===== src/afe_pkg.sv =====
package afe_pkg;

  // Serial control word
  localparam int SER_BITS = 11;
  localparam logic [3:0] SER_COUNT = 4'hB;
  localparam int SEL_MSB = 10;
  localparam int SEL_LSB = 8;
  localparam int DATA_MSB = 7;

  // Register select codes
  localparam logic [2:0] SEL_RED_GAIN = 3'h0;
  localparam logic [2:0] SEL_MODE = 3'h6;
  localparam int NUM_CHAN_REGS = 6;

  // Reset values
  localparam logic [7:0] GAIN_RST = 8'h00;
  localparam logic [7:0] OFFS_RST = 8'h40;
  localparam logic [7:0] MODE_RST = 8'h00;

  // Gain field sits in the top six bits of a gain register
  localparam int GAIN_MSB = 7;
  localparam int GAIN_LSB = 2;

  // Mode register fields
  localparam int MODE_PD_BIT = 7;
  localparam int MODE_DRST_BIT = 6;
  localparam int MODE_TOPREF_BIT = 5;
  localparam int MODE_DCREF_BIT = 4;
  localparam int MODE_AC_BIT = 3;
  localparam int MODE_INV_BIT = 2;
  localparam int MODE_CFG_MSB = 1;
  localparam int MODE_CFG_LSB = 0;

  // Output latency in conversion clock cycles
  localparam int LAT_LONG = 8;
  localparam int LAT_PIXEL = 6;
  localparam int PIPE_DEPTH = 8;

  typedef enum logic [1:0] {
    AFE_CFG_SINGLE,
    AFE_CFG_PIX_SINGLE,
    AFE_CFG_PIX_TRIPLE,
    AFE_CFG_LINE_TRIPLE
  } afe_cfg_t;

  typedef enum logic [1:0] {
    AFE_CH_RED,
    AFE_CH_GRN,
    AFE_CH_BLU
  } afe_chan_t;

endpackage


===== src/afe_sync.sv =====
`timescale 1ns/1ps
`default_nettype none
module afe_sync #(
  parameter int WIDTH = 6
) (
  input wire logic i_clk,
  input wire logic i_sys_rst,
  input wire logic [WIDTH-1:0] i_async,
  output logic [WIDTH-1:0] o_sync
);
  logic [WIDTH-1:0] meta;

  always_ff @(posedge i_clk) begin
    if (i_sys_rst) begin
      meta <= '0;
      o_sync <= '0;
    end else begin
      meta <= i_async;
      o_sync <= meta;
    end
  end
endmodule
`default_nettype wire


===== src/afe_serial_load.sv =====
`timescale 1ns/1ps
`default_nettype none
module afe_serial_load (
  input wire logic i_clk,
  input wire logic i_sys_rst,
  input wire logic i_enable,
  input wire logic i_load,
  input wire logic i_sclk,
  input wire logic i_sdata,
  output logic o_wr,
  output logic [2:0] o_sel,
  output logic [7:0] o_data
);
  import afe_pkg::*;

  logic load_q;
  logic sclk_q;
  logic armed;
  logic [3:0] cnt;
  logic [SER_BITS-1:0] shreg;
  logic load_fall;
  logic load_rise;
  logic sclk_rise;

  assign load_fall = load_q & ~i_load;
  assign load_rise = ~load_q & i_load;
  assign sclk_rise = ~sclk_q & i_sclk;

  always_ff @(posedge i_clk) begin
    if (i_sys_rst) begin
      load_q <= 1'b1;
      sclk_q <= 1'b0;
    end else begin
      load_q <= i_load;
      sclk_q <= i_sclk;
    end
  end

  // Load low opens a word, only while the port is enabled
  always_ff @(posedge i_clk) begin
    if (i_sys_rst || !i_enable) begin
      armed <= 1'b0;
      cnt <= 4'h0;
      shreg <= '0;
    end else if (load_fall) begin
      armed <= 1'b1;
      cnt <= 4'h0;
    end else if (load_rise) begin
      armed <= 1'b0;
    end else if (armed && sclk_rise && cnt < SER_COUNT) begin
      shreg <= {shreg[SER_BITS-2:0], i_sdata};
      cnt <= cnt + 4'h1;
    end
  end

  always_ff @(posedge i_clk) begin
    if (i_sys_rst) begin
      o_wr <= 1'b0;
      o_sel <= 3'h0;
      o_data <= 8'h00;
    end else begin
      o_wr <= i_enable && armed && load_rise && cnt == SER_COUNT;
      o_sel <= shreg[SEL_MSB:SEL_LSB];
      o_data <= shreg[DATA_MSB:0];
    end
  end
endmodule
`default_nettype wire


===== src/afe_ctrl.sv =====
`timescale 1ns/1ps
`default_nettype none
// How it works
// - New sample on conversion clock falling edge.
// - Upper byte after fall, lower after rise.
// - Latency eight cycles, or six pixel-rotating.
// - Track while clock high, convert while low.
// - Three-channel: sample all, convert red first.
// - Hold input high clamps, low tracks colours.
// - Line sync high: pixel selector back to red, bus released.
// - Line sync low: advance channel on falls.
// - Pixel rotation applies selected channel gain/offset.
// - Serial port live only during line sync.
// - Serial bit captured on shift clock rise.
// - Word written on load strobe rise.
// - Fewer than eleven clocks: nothing written.
// - Clocks beyond eleven are ignored.
// - Three select bits, then eight data bits.
// - Reset gives documented default register values.
// - Power-down keeps registers except signal configuration and top reference.
// - Result bits 15:8 first, MSB on bit 7.
// - Digital reset bit restores all defaults.
module afe_ctrl (
  input wire logic i_clk,
  input wire logic i_sys_rst,
  input wire logic i_conv_clock,
  input wire logic i_line_sync,
  input wire logic i_clamp,
  input wire logic [7:0] i_bus_in,
  input wire logic [15:0] i_adc_result,
  output logic [7:0] o_bus_out,
  output logic o_bus_oe,
  output logic o_sample,
  output logic o_track,
  output logic o_rgb_sample,
  output logic o_hold_gb,
  output logic o_clamp_en,
  output logic o_color_track_en,
  output afe_pkg::afe_chan_t o_chan_sel,
  output logic [5:0] o_gain,
  output logic [7:0] o_offset,
  output logic o_power_down,
  output logic o_top_ref_ext,
  output logic o_dc_ref_ext,
  output logic o_ac_coupled,
  output logic o_inverted,
  output afe_pkg::afe_cfg_t o_config
);
  import afe_pkg::*;

  logic [5:0] sync_v;
  logic conv_s;
  logic sync_s;
  logic clamp_s;
  logic ld_s;
  logic sdat_s;
  logic sclk_s;
  logic conv_q;
  logic sync_q;
  logic conv_fall;
  logic conv_rise;
  logic sync_rise;
  logic run_fall;

  logic wr;
  logic [2:0] wsel;
  logic [7:0] wdata;
  logic do_drst;

  logic [7:0] regs [0:NUM_CHAN_REGS-1];
  logic [7:0] mode;
  afe_cfg_t cfg;
  afe_chan_t pix_chan;
  afe_chan_t line_chan;
  afe_chan_t eff_chan;

  logic [15:0] pipe [0:PIPE_DEPTH-1];
  logic [15:0] tap;
  logic [7:0] lo_hold;

  function automatic afe_chan_t next_chan(input afe_chan_t c);
    unique case (c)
      AFE_CH_RED: next_chan = AFE_CH_GRN;
      AFE_CH_GRN: next_chan = AFE_CH_BLU;
      default: next_chan = AFE_CH_RED;
    endcase
  endfunction

  function automatic logic [2:0] tap_index(input afe_cfg_t c);
    unique case (c)
      AFE_CFG_PIX_SINGLE: tap_index = 3'(LAT_PIXEL - 1);
      AFE_CFG_PIX_TRIPLE: tap_index = 3'(LAT_PIXEL - 1);
      AFE_CFG_SINGLE: tap_index = 3'(LAT_LONG - 1);
      AFE_CFG_LINE_TRIPLE: tap_index = 3'(LAT_LONG - 1);
    endcase
  endfunction

  // Pins and the conversion clock come from outside this clock domain
  afe_sync #(
    .WIDTH(6)
  ) u_sync (
    .i_clk(i_clk),
    .i_sys_rst(i_sys_rst),
    .i_async({i_bus_in[7:5], i_clamp, i_line_sync, i_conv_clock}),
    .o_sync(sync_v)
  );

  assign {ld_s, sdat_s, sclk_s, clamp_s, sync_s, conv_s} = sync_v;

  always_ff @(posedge i_clk) begin
    if (i_sys_rst) begin
      conv_q <= 1'b0;
      sync_q <= 1'b0;
    end else begin
      conv_q <= conv_s;
      sync_q <= sync_s;
    end
  end

  assign conv_fall = conv_q & ~conv_s;
  assign conv_rise = ~conv_q & conv_s;
  assign sync_rise = ~sync_q & sync_s;
  assign run_fall = conv_fall & ~sync_s;

  afe_serial_load u_serial (
    .i_clk(i_clk),
    .i_sys_rst(i_sys_rst),
    .i_enable(sync_s),
    .i_load(ld_s),
    .i_sclk(sclk_s),
    .i_sdata(sdat_s),
    .o_wr(wr),
    .o_sel(wsel),
    .o_data(wdata)
  );

  assign do_drst = wr && wsel == SEL_MODE && wdata[MODE_DRST_BIT];
  assign cfg = afe_cfg_t'(mode[MODE_CFG_MSB:MODE_CFG_LSB]);

  // Control registers; select code seven holds test modes, left disabled
  always_ff @(posedge i_clk) begin
    if (i_sys_rst || do_drst) begin
      for (int i = 0; i < NUM_CHAN_REGS; i++) begin
        regs[i] <= i[0] ? OFFS_RST : GAIN_RST;
      end
      mode <= MODE_RST;
    end else if (wr && wsel == SEL_MODE) begin
      if (wdata[MODE_PD_BIT]) begin
        // Configuration fields drop back to defaults while powered down
        mode <= {1'b1, 1'b0, MODE_RST[MODE_TOPREF_BIT],
                 wdata[MODE_DCREF_BIT:MODE_INV_BIT],
                 MODE_RST[MODE_CFG_MSB:MODE_CFG_LSB]};
      end else begin
        mode <= wdata & ~(8'h01 << MODE_DRST_BIT);
      end
    end else if (wr && wsel < SEL_MODE) begin
      regs[wsel] <= wdata;
    end
  end

  // Pixel channel selector
  always_ff @(posedge i_clk) begin
    if (i_sys_rst || sync_s) begin
      pix_chan <= AFE_CH_RED;
    end else if (conv_fall) begin
      pix_chan <= next_chan(pix_chan);
    end
  end

  // Line rotation moves on at each line end, when line sync rises
  always_ff @(posedge i_clk) begin
    if (i_sys_rst || do_drst) begin
      line_chan <= AFE_CH_RED;
    end else if (sync_rise && cfg == AFE_CFG_LINE_TRIPLE) begin
      line_chan <= next_chan(line_chan);
    end
  end

  always_comb begin
    unique case (cfg)
      AFE_CFG_SINGLE: eff_chan = AFE_CH_RED;
      AFE_CFG_LINE_TRIPLE: eff_chan = line_chan;
      AFE_CFG_PIX_SINGLE: eff_chan = pix_chan;
      AFE_CFG_PIX_TRIPLE: eff_chan = pix_chan;
    endcase
  end

  always_ff @(posedge i_clk) begin
    if (i_sys_rst) begin
      o_chan_sel <= AFE_CH_RED;
      o_gain <= GAIN_RST[GAIN_MSB:GAIN_LSB];
      o_offset <= OFFS_RST;
    end else begin
      o_chan_sel <= eff_chan;
      o_gain <= regs[{eff_chan, 1'b0}][GAIN_MSB:GAIN_LSB];
      o_offset <= regs[{eff_chan, 1'b1}];
    end
  end

  // Conversion pipeline, one stage per sampling edge
  always_ff @(posedge i_clk) begin
    if (i_sys_rst) begin
      for (int i = 0; i < PIPE_DEPTH; i++) begin
        pipe[i] <= 16'h0000;
      end
    end else if (run_fall) begin
      pipe[0] <= i_adc_result;
      for (int i = 1; i < PIPE_DEPTH; i++) begin
        pipe[i] <= pipe[i-1];
      end
    end
  end

  assign tap = pipe[tap_index(cfg)];

  // Byte multiplexing onto the shared bus
  always_ff @(posedge i_clk) begin
    if (i_sys_rst) begin
      o_bus_out <= 8'h00;
      lo_hold <= 8'h00;
    end else if (run_fall) begin
      o_bus_out <= tap[15:8];
      lo_hold <= tap[7:0];
    end else if (conv_rise && !sync_s) begin
      o_bus_out <= lo_hold;
    end
  end

  // Bus is released during line sync so the serial pins act as inputs
  always_ff @(posedge i_clk) begin
    if (i_sys_rst) begin
      o_bus_oe <= 1'b0;
    end else begin
      o_bus_oe <= !sync_s && !mode[MODE_PD_BIT];
    end
  end

  always_ff @(posedge i_clk) begin
    if (i_sys_rst) begin
      o_sample <= 1'b0;
      o_track <= 1'b0;
      o_rgb_sample <= 1'b0;
      o_hold_gb <= 1'b0;
    end else begin
      o_sample <= run_fall;
      o_track <= conv_s;
      o_rgb_sample <= run_fall && cfg == AFE_CFG_PIX_TRIPLE
                      && pix_chan == AFE_CH_RED;
      o_hold_gb <= cfg == AFE_CFG_PIX_TRIPLE && pix_chan != AFE_CH_RED;
    end
  end

  always_ff @(posedge i_clk) begin
    if (i_sys_rst) begin
      o_clamp_en <= 1'b0;
      o_color_track_en <= 1'b1;
    end else begin
      o_clamp_en <= clamp_s;
      o_color_track_en <= !clamp_s;
    end
  end

  assign o_power_down = mode[MODE_PD_BIT];
  assign o_top_ref_ext = mode[MODE_TOPREF_BIT];
  assign o_dc_ref_ext = mode[MODE_DCREF_BIT];
  assign o_ac_coupled = mode[MODE_AC_BIT];
  assign o_inverted = mode[MODE_INV_BIT];
  assign o_config = cfg;
endmodule
`default_nettype wire


===== config.mk =====
export PLATFORM = sky130hd
export DESIGN_NAME = afe_ctrl
export DESIGN_NICKNAME = d
export VERILOG_FILES = /design/src/afe_pkg.sv /design/src/afe_sync.sv /design/src/afe_serial_load.sv /design/src/afe_ctrl.sv
export SDC_FILE = /design/constraint.sdc
export NUM_CORES = 1
export LEC_CHECK = 0
export ABC_CLOCK_PERIOD_IN_PS = 5930
export BUFFER_PORTS_ARGS = -buffer_cell sky130_fd_sc_hd__buf_2
export CAP_MARGIN = 20
export CORE_UTILIZATION = 55
export CTS_BUF_LIST = sky130_fd_sc_hd__clkbuf_4 sky130_fd_sc_hd__clkbuf_8
export CTS_CLUSTER_DIAMETER = 40
export DETAILED_ROUTE_END_ITERATION = 6
export HOLD_SLACK_MARGIN = 0.08
export PLACE_DENSITY = 0.73
export SYNTH_ARGS = -nofsm -noshare
export SYNTH_HDL_FRONTEND = slang
export SYNTH_SLANG_ARGS = --single-unit

===== constraint.sdc =====
create_clock -name i_clk -period 5.93 [get_ports i_clk]
set_input_delay 1.186 -clock i_clk [delete_from_list [all_inputs] [get_ports i_clk]]
set_output_delay 1.186 -clock i_clk [all_outputs]
set_load 0.005 [all_outputs]

## After elaboration in Yosys (flattened, before gate mapping)

Memories as Yosys holds them, arrays and structs flattened. A register that Yosys moved wholly into a read port is not among the register bits.
Index checks and enable logic that the tools add are counted.
W data, S select, Z words.

| cells by class | value |
|---|---|
| bitwise operators | 24 |
| order comparisons | 2 |
| mux-type cells | 31 |
| $add $sub $neg | 1 |
| reductions and logical operators | 32 |
| eq/ne operators | 7 |

Operator list:

| operator | number |
|---|---|
| $mux W16 | 8 |
| $mux W8 | 4 |
| $logic_and A1 B1 Y1 | 14 |
| $mux W1 | 14 |
| $not A1 Y1 | 9 |
| $or A1 B1 Y1 | 8 |
| $pmux W2 S2 | 2 |
| $reduce_or A8 Y1 | 1 |
| $and A1 B1 Y1 | 7 |
| $eq A2 B1 Y1 const B | 3 |
| $logic_not A2 Y1 | 3 |
| $pmux W2 S3 | 1 |
| $pmux W3 S2 | 1 |
| $reduce_bool A2 Y1 | 3 |
| $reduce_or A2 Y1 | 3 |
| $add A4 B1 Y4 const B | 1 |
| $eq A2 B2 Y1 const B | 2 |
| $eq A4 B4 Y1 const B | 1 |
| $lt A4 B4 Y1 const B | 1 |
| $eq A3 B3 Y1 const B | 1 |
| $logic_not A1 Y1 | 3 |
| $logic_or A1 B1 Y1 | 3 |
| $lt A3 B3 Y1 const B | 1 |
| $mux W3 | 1 |
| other kinds (2) | 2 |

| word-level totals | value |
|---|---|
| register bits | 80 |
| logic and storage cells | 123 |
| bits in writable memories | 176 |
| memories | 2 |
| bits of input ports | 29 |
| output and inout port bits | 38 |

Memories:

| name | depth | bits a word | read ports | clocked after Yosys merged registers in | wr ports | line | text |
|---|---|---|---|---|---|---|---|
| pipe | 8 | 16 | 8 | 0 | 8 | afe_ctrl.sv:77 | `logic [15:0] pipe [0:PIPE_DEPTH-1];` |
| regs | 6 | 8 | 2 | 2 | 6 | afe_ctrl.sv:70 | `logic [7:0] regs [0:NUM_CHAN_REGS-1];` |

## Longest topological paths before layout

| logic depth | value |
|---|---|
| depth after elaboration | 8 |
| depth in mapped cells | 8 |
| mapped depth without buffers | 6 |

## Cells and area by module

A second synthesis with hierarchy kept.

| unflattened totals | value |
|---|---|
| cell total of the unflattened synthesis | 782 |
| area total of the unflattened synthesis | 10611.4 µm² |

By module, submodules not included:

| module | sequential area each (µm²) | times used | area an instance (µm²) | cells each |
|---|---|---|---|---|
| afe_ctrl | 6546.3 | 1 | 9151.3 | 655 |
| afe_serial_load | 600.6 | 1 | 1093.5 | 102 |
| afe_sync | 240.2 | 1 | 366.6 | 25 |

## Worst setup path before layout

Ideal clock, no wire load.

| path | value |
|---|---|
| path kind | input to register |
| start | input i_sys_rst |
| end | memory pipe[0][0], enable pin |
| library setup time | 0.480 ns |
| path slack | 1.181 ns |
| path buffers | 2 |
| stages on the path | 4 |
| arrival | 4.269 ns |
| required time | 5.450 ns |
| path through | clkbuf_1 buf_2 nor2_1 inv_1 |

RTL lines:

| what | line | text |
|---|---|---|
| start, declared | afe_ctrl.sv:25 | `input wire logic i_sys_rst,` |
| end, declared | afe_ctrl.sv:77 |  |

==> results.md <==
* RSZ-0062 raised after global routing: no
* # IOs at 67
* CP top delay family: buffers and inverters
* Total power at between 3 and 4 mW
* H-tree Lvls at 2
* Post-Layout Cell Count at roughly 1100
* CP Cell Sequence: nor3b_2 > nor2_1 > inv_4 > buf_4
* Compound-Gate Fraction of Synth Area at around 4%
* Syn_area_per_cell at around 14 um2
* Synth area leaders: edfxtp_1 53%, dfxtp_1 18%, and2_1 5.8%
* Clk sinks at 277
* Worst Path Buf+Inv at 2
* Primary FF master, synth: edfxtp_1
* #FFs+latches synth at 277
* Crit. End Element: flop
* Reg clk slew, reported paths at 0.06 ns
* Synth-to-Final Area Change at 13.6%
* Share of the synthesized area in the top cell type at between 50% and 60%
* Later-pin clock latency in the skew report at roughly 0.54 ns
* CTS tree: done
* Slew @ Worst Pin at around 1.1 ns
* Die H at between 100 and 150 um
* Slew headroom at around 27%
* Maxcap violations at 0
* Maximum fanout along the worst path at 62
* TritonCTS buffer count at 44
* Row count at 49
* Largest area contributor in the netlist: edfxtp_1
* Count of final hold-check violations at 0
* Leakage dissipation at 4.58 nW
* DRT iter0 DRCs at about 430
* Clock root cell: clkbuf_8
* CTS resizes at 0
* Setup Skew at 0.0261 ns
* Total number of vias at about 5700
* Fin crit share at around half
* Type of origin of the critical path: flop
* GRT overflow at 0
* Multiplexer share of the synthesized area at under 10%
* Maximum VDD drop at about 0.18 mV
* Yosys cell types at 45
* Global-route wire length before repair at approximately 26000 um
* Most frequent cells in the layout: 184 x edfxtp_1, 96 x and2_1, 93 x dfxtp_1
* Diode count at 0
* Sequential area share after synthesis at 71.3%
* Nets@finish at 886
* Setup_tns at 0 ns
* Core ar. at roughly 18000 um2
* Largest net degree at the start of global routing at 99
* Tot GR Track Use at 17.1%
* Number of post-CTS setup repair buffers at 0
* Hold-fix buffers, CTS at 0
* Setup ws final at between 2 and 3 ns
* Final min period at roughly 3 ns
* Adder-cell share of the synthesized area at 0.724%
* Cell count after placement at between 1000 and 1500
* Vias per cell at between 5 and 6
* Fmax at around 320 MHz
* Crit-path slowest cell: nor3b_2
* Main combinational cell family by area after synthesis: simple AND/OR/NAND/NOR gates
* Status: finished with violations
* Clock Path Buffers at 3
* Final RePlAce weighted congestion at around 0.83
* Asr flop ratio synth at 0%
* HP Class: flop to flop
* Initial Utilization at a little under three fifths
* Synth Area in XOR/XNOR at 0.169%
* Met2 wire length at around 7400 um
* Final setup fails at 0
* Crit Path Category: flop to flop
* Post-Syn Area at 10400 um2
* Die area at approximately 19000 um2
* Max Transition Viols Final at 0
* Synth Area in Simple Gates at 16.0%
* Routed wl met3 at 1040 um
* Failing checks: design-rule violations
* DP HPWL at 10000 um
* Drt drc at 2
* Yosys warns at 0
* Routed Antenna Nets at 0
* Max incr delay on CP at roughly 0.74 ns
* Data arrival, critical path at approximately 3.2 ns
* DR pass1 iterations at 7
* M1 WL at 7270 um
* WL/cell at 14.5 um
* Pre-CTS WS at approximately 2.4 ns
* Post-synth EDFFs at approximately 180
* Initial antenna violation count at 0
* Die Wd at 139 um
* Most common cell after layout, fill and taps aside: edfxtp_1
* PortBufs at between 60 and 70
* Power Dens Cells at between 300 and 400 nW/um2
* WP data required at between 6 and 7 ns
* Number of global-route vias before repair at 5542
* Share of cells above drive strength 1 at roughly 17%
* Max layer used: met4
* Routed wire length at between 15000 and 20000 um
* Gate count after technology mapping at around 760
[per-stage QoR]
step,util [%],instance area [um2],hold slack (ns)
finish,64.7,11800,0.432
global placement,59.5,10800,0.391
floorplan,-,10400,0.377
CTS,64.7,11800,0.440
global route,64.7,11800,0.454
detailed placement,59.5,10800,0.416
[final timing paths]
path                                    start                           to  slack [ns]  cells after the start
setup / recovery  u_sync.o_sync[1]$_SDFF_PP0_    pipe[0][11]$_SDFFCE_PN0P_        2.85                      4
hold / removal    u_sync.o_sync[2]$_SDFF_PP0_  o_color_track_en$_SDFF_PP1_        0.43                      1
setup reg to reg  u_sync.o_sync[1]$_SDFF_PP0_    pipe[0][11]$_SDFFCE_PN0P_        2.85                      4
hold reg to reg   u_sync.o_sync[2]$_SDFF_PP0_  o_color_track_en$_SDFF_PP1_        0.43                      1
[cell families after synthesis]
family,count (synthesis)
AOI/OAI and AO/OA,67
xor gates and xnor gates,2
adders and majority gates,6
buffers and inverters,56
DFF,277
muxes,53
other,1
and+or+nand+nor,301
[cells in the mapped netlist, types with 5 or more instances]
master / instances
dfxtp_1: 93
nor2b_1: 57
mux2i_1: 53
o211ai_1: 8
and2_1: 96
nand2_1: 52
inv_1: 20
a21oi_1: 25
o21ai_0: 10
buf_2: 10
a21o_1: 6
and3_1: 8
edfxtp_1: 184
clkbuf_1: 11
clkbuf_2: 6
nand3b_1: 5
ha_1: 6
nor2_1: 51
o22ai_1: 9
[worst reg2reg max path, cell delays in order (launching register included)]
cell and delay [ns]:
dfxtp_1 0.45, nor3b_2 0.75, nor2_1 0.34, inv_4 0.63, buf_4 0.56
[layer usage]
layer  vias up  track usage (%)
met4         0             7.43
met5         -                0
met1      2666             23.6
li1       2821                -
met2       177             26.3
met3        41             3.75
[power by group]
group	internal (mW)	switching [mW]	leakage, nW
logic	0.0348	0.0641	1.47
clock network	0.978	0.694	0.496
registers	2.14	0.0225	2.61
[registers in the layout, indices dropped and copies added, names as in the netlist, 2 cells and up]
| signal | cells |
|---|---|
| line_chan | 2 |
| lo_hold | 8 |
| mode | 7 |
| o_bus_out | 8 |
| o_chan_sel | 2 |
| o_gain | 6 |
| o_offset | 8 |
| pipe | 128 |
| pix_chan | 2 |
| regs | 56 |
| u_serial.cnt | 4 |
| u_serial.o_data | 8 |
| u_serial.o_sel | 3 |
| u_serial.shreg | 11 |
| u_sync.meta | 6 |
| u_sync.o_sync | 6 |
[area by class of cell]
| class | count | area [um2] |
|---|---|---|
| Sequential cell | 277 | 7390 |
| Fill cell | 1360 | 6440 |
| Multi-Input combinational cell | 443 | 2760 |
| Clock buffer | 64 | 781 |
| Timing Repair Buffer | 64 | 328 |
| Tap cell | 229 | 287 |
| Clock inverter | 14 | 149 |
| Inverter | 21 | 86.3 |
(Power assumes the default switching activity.)
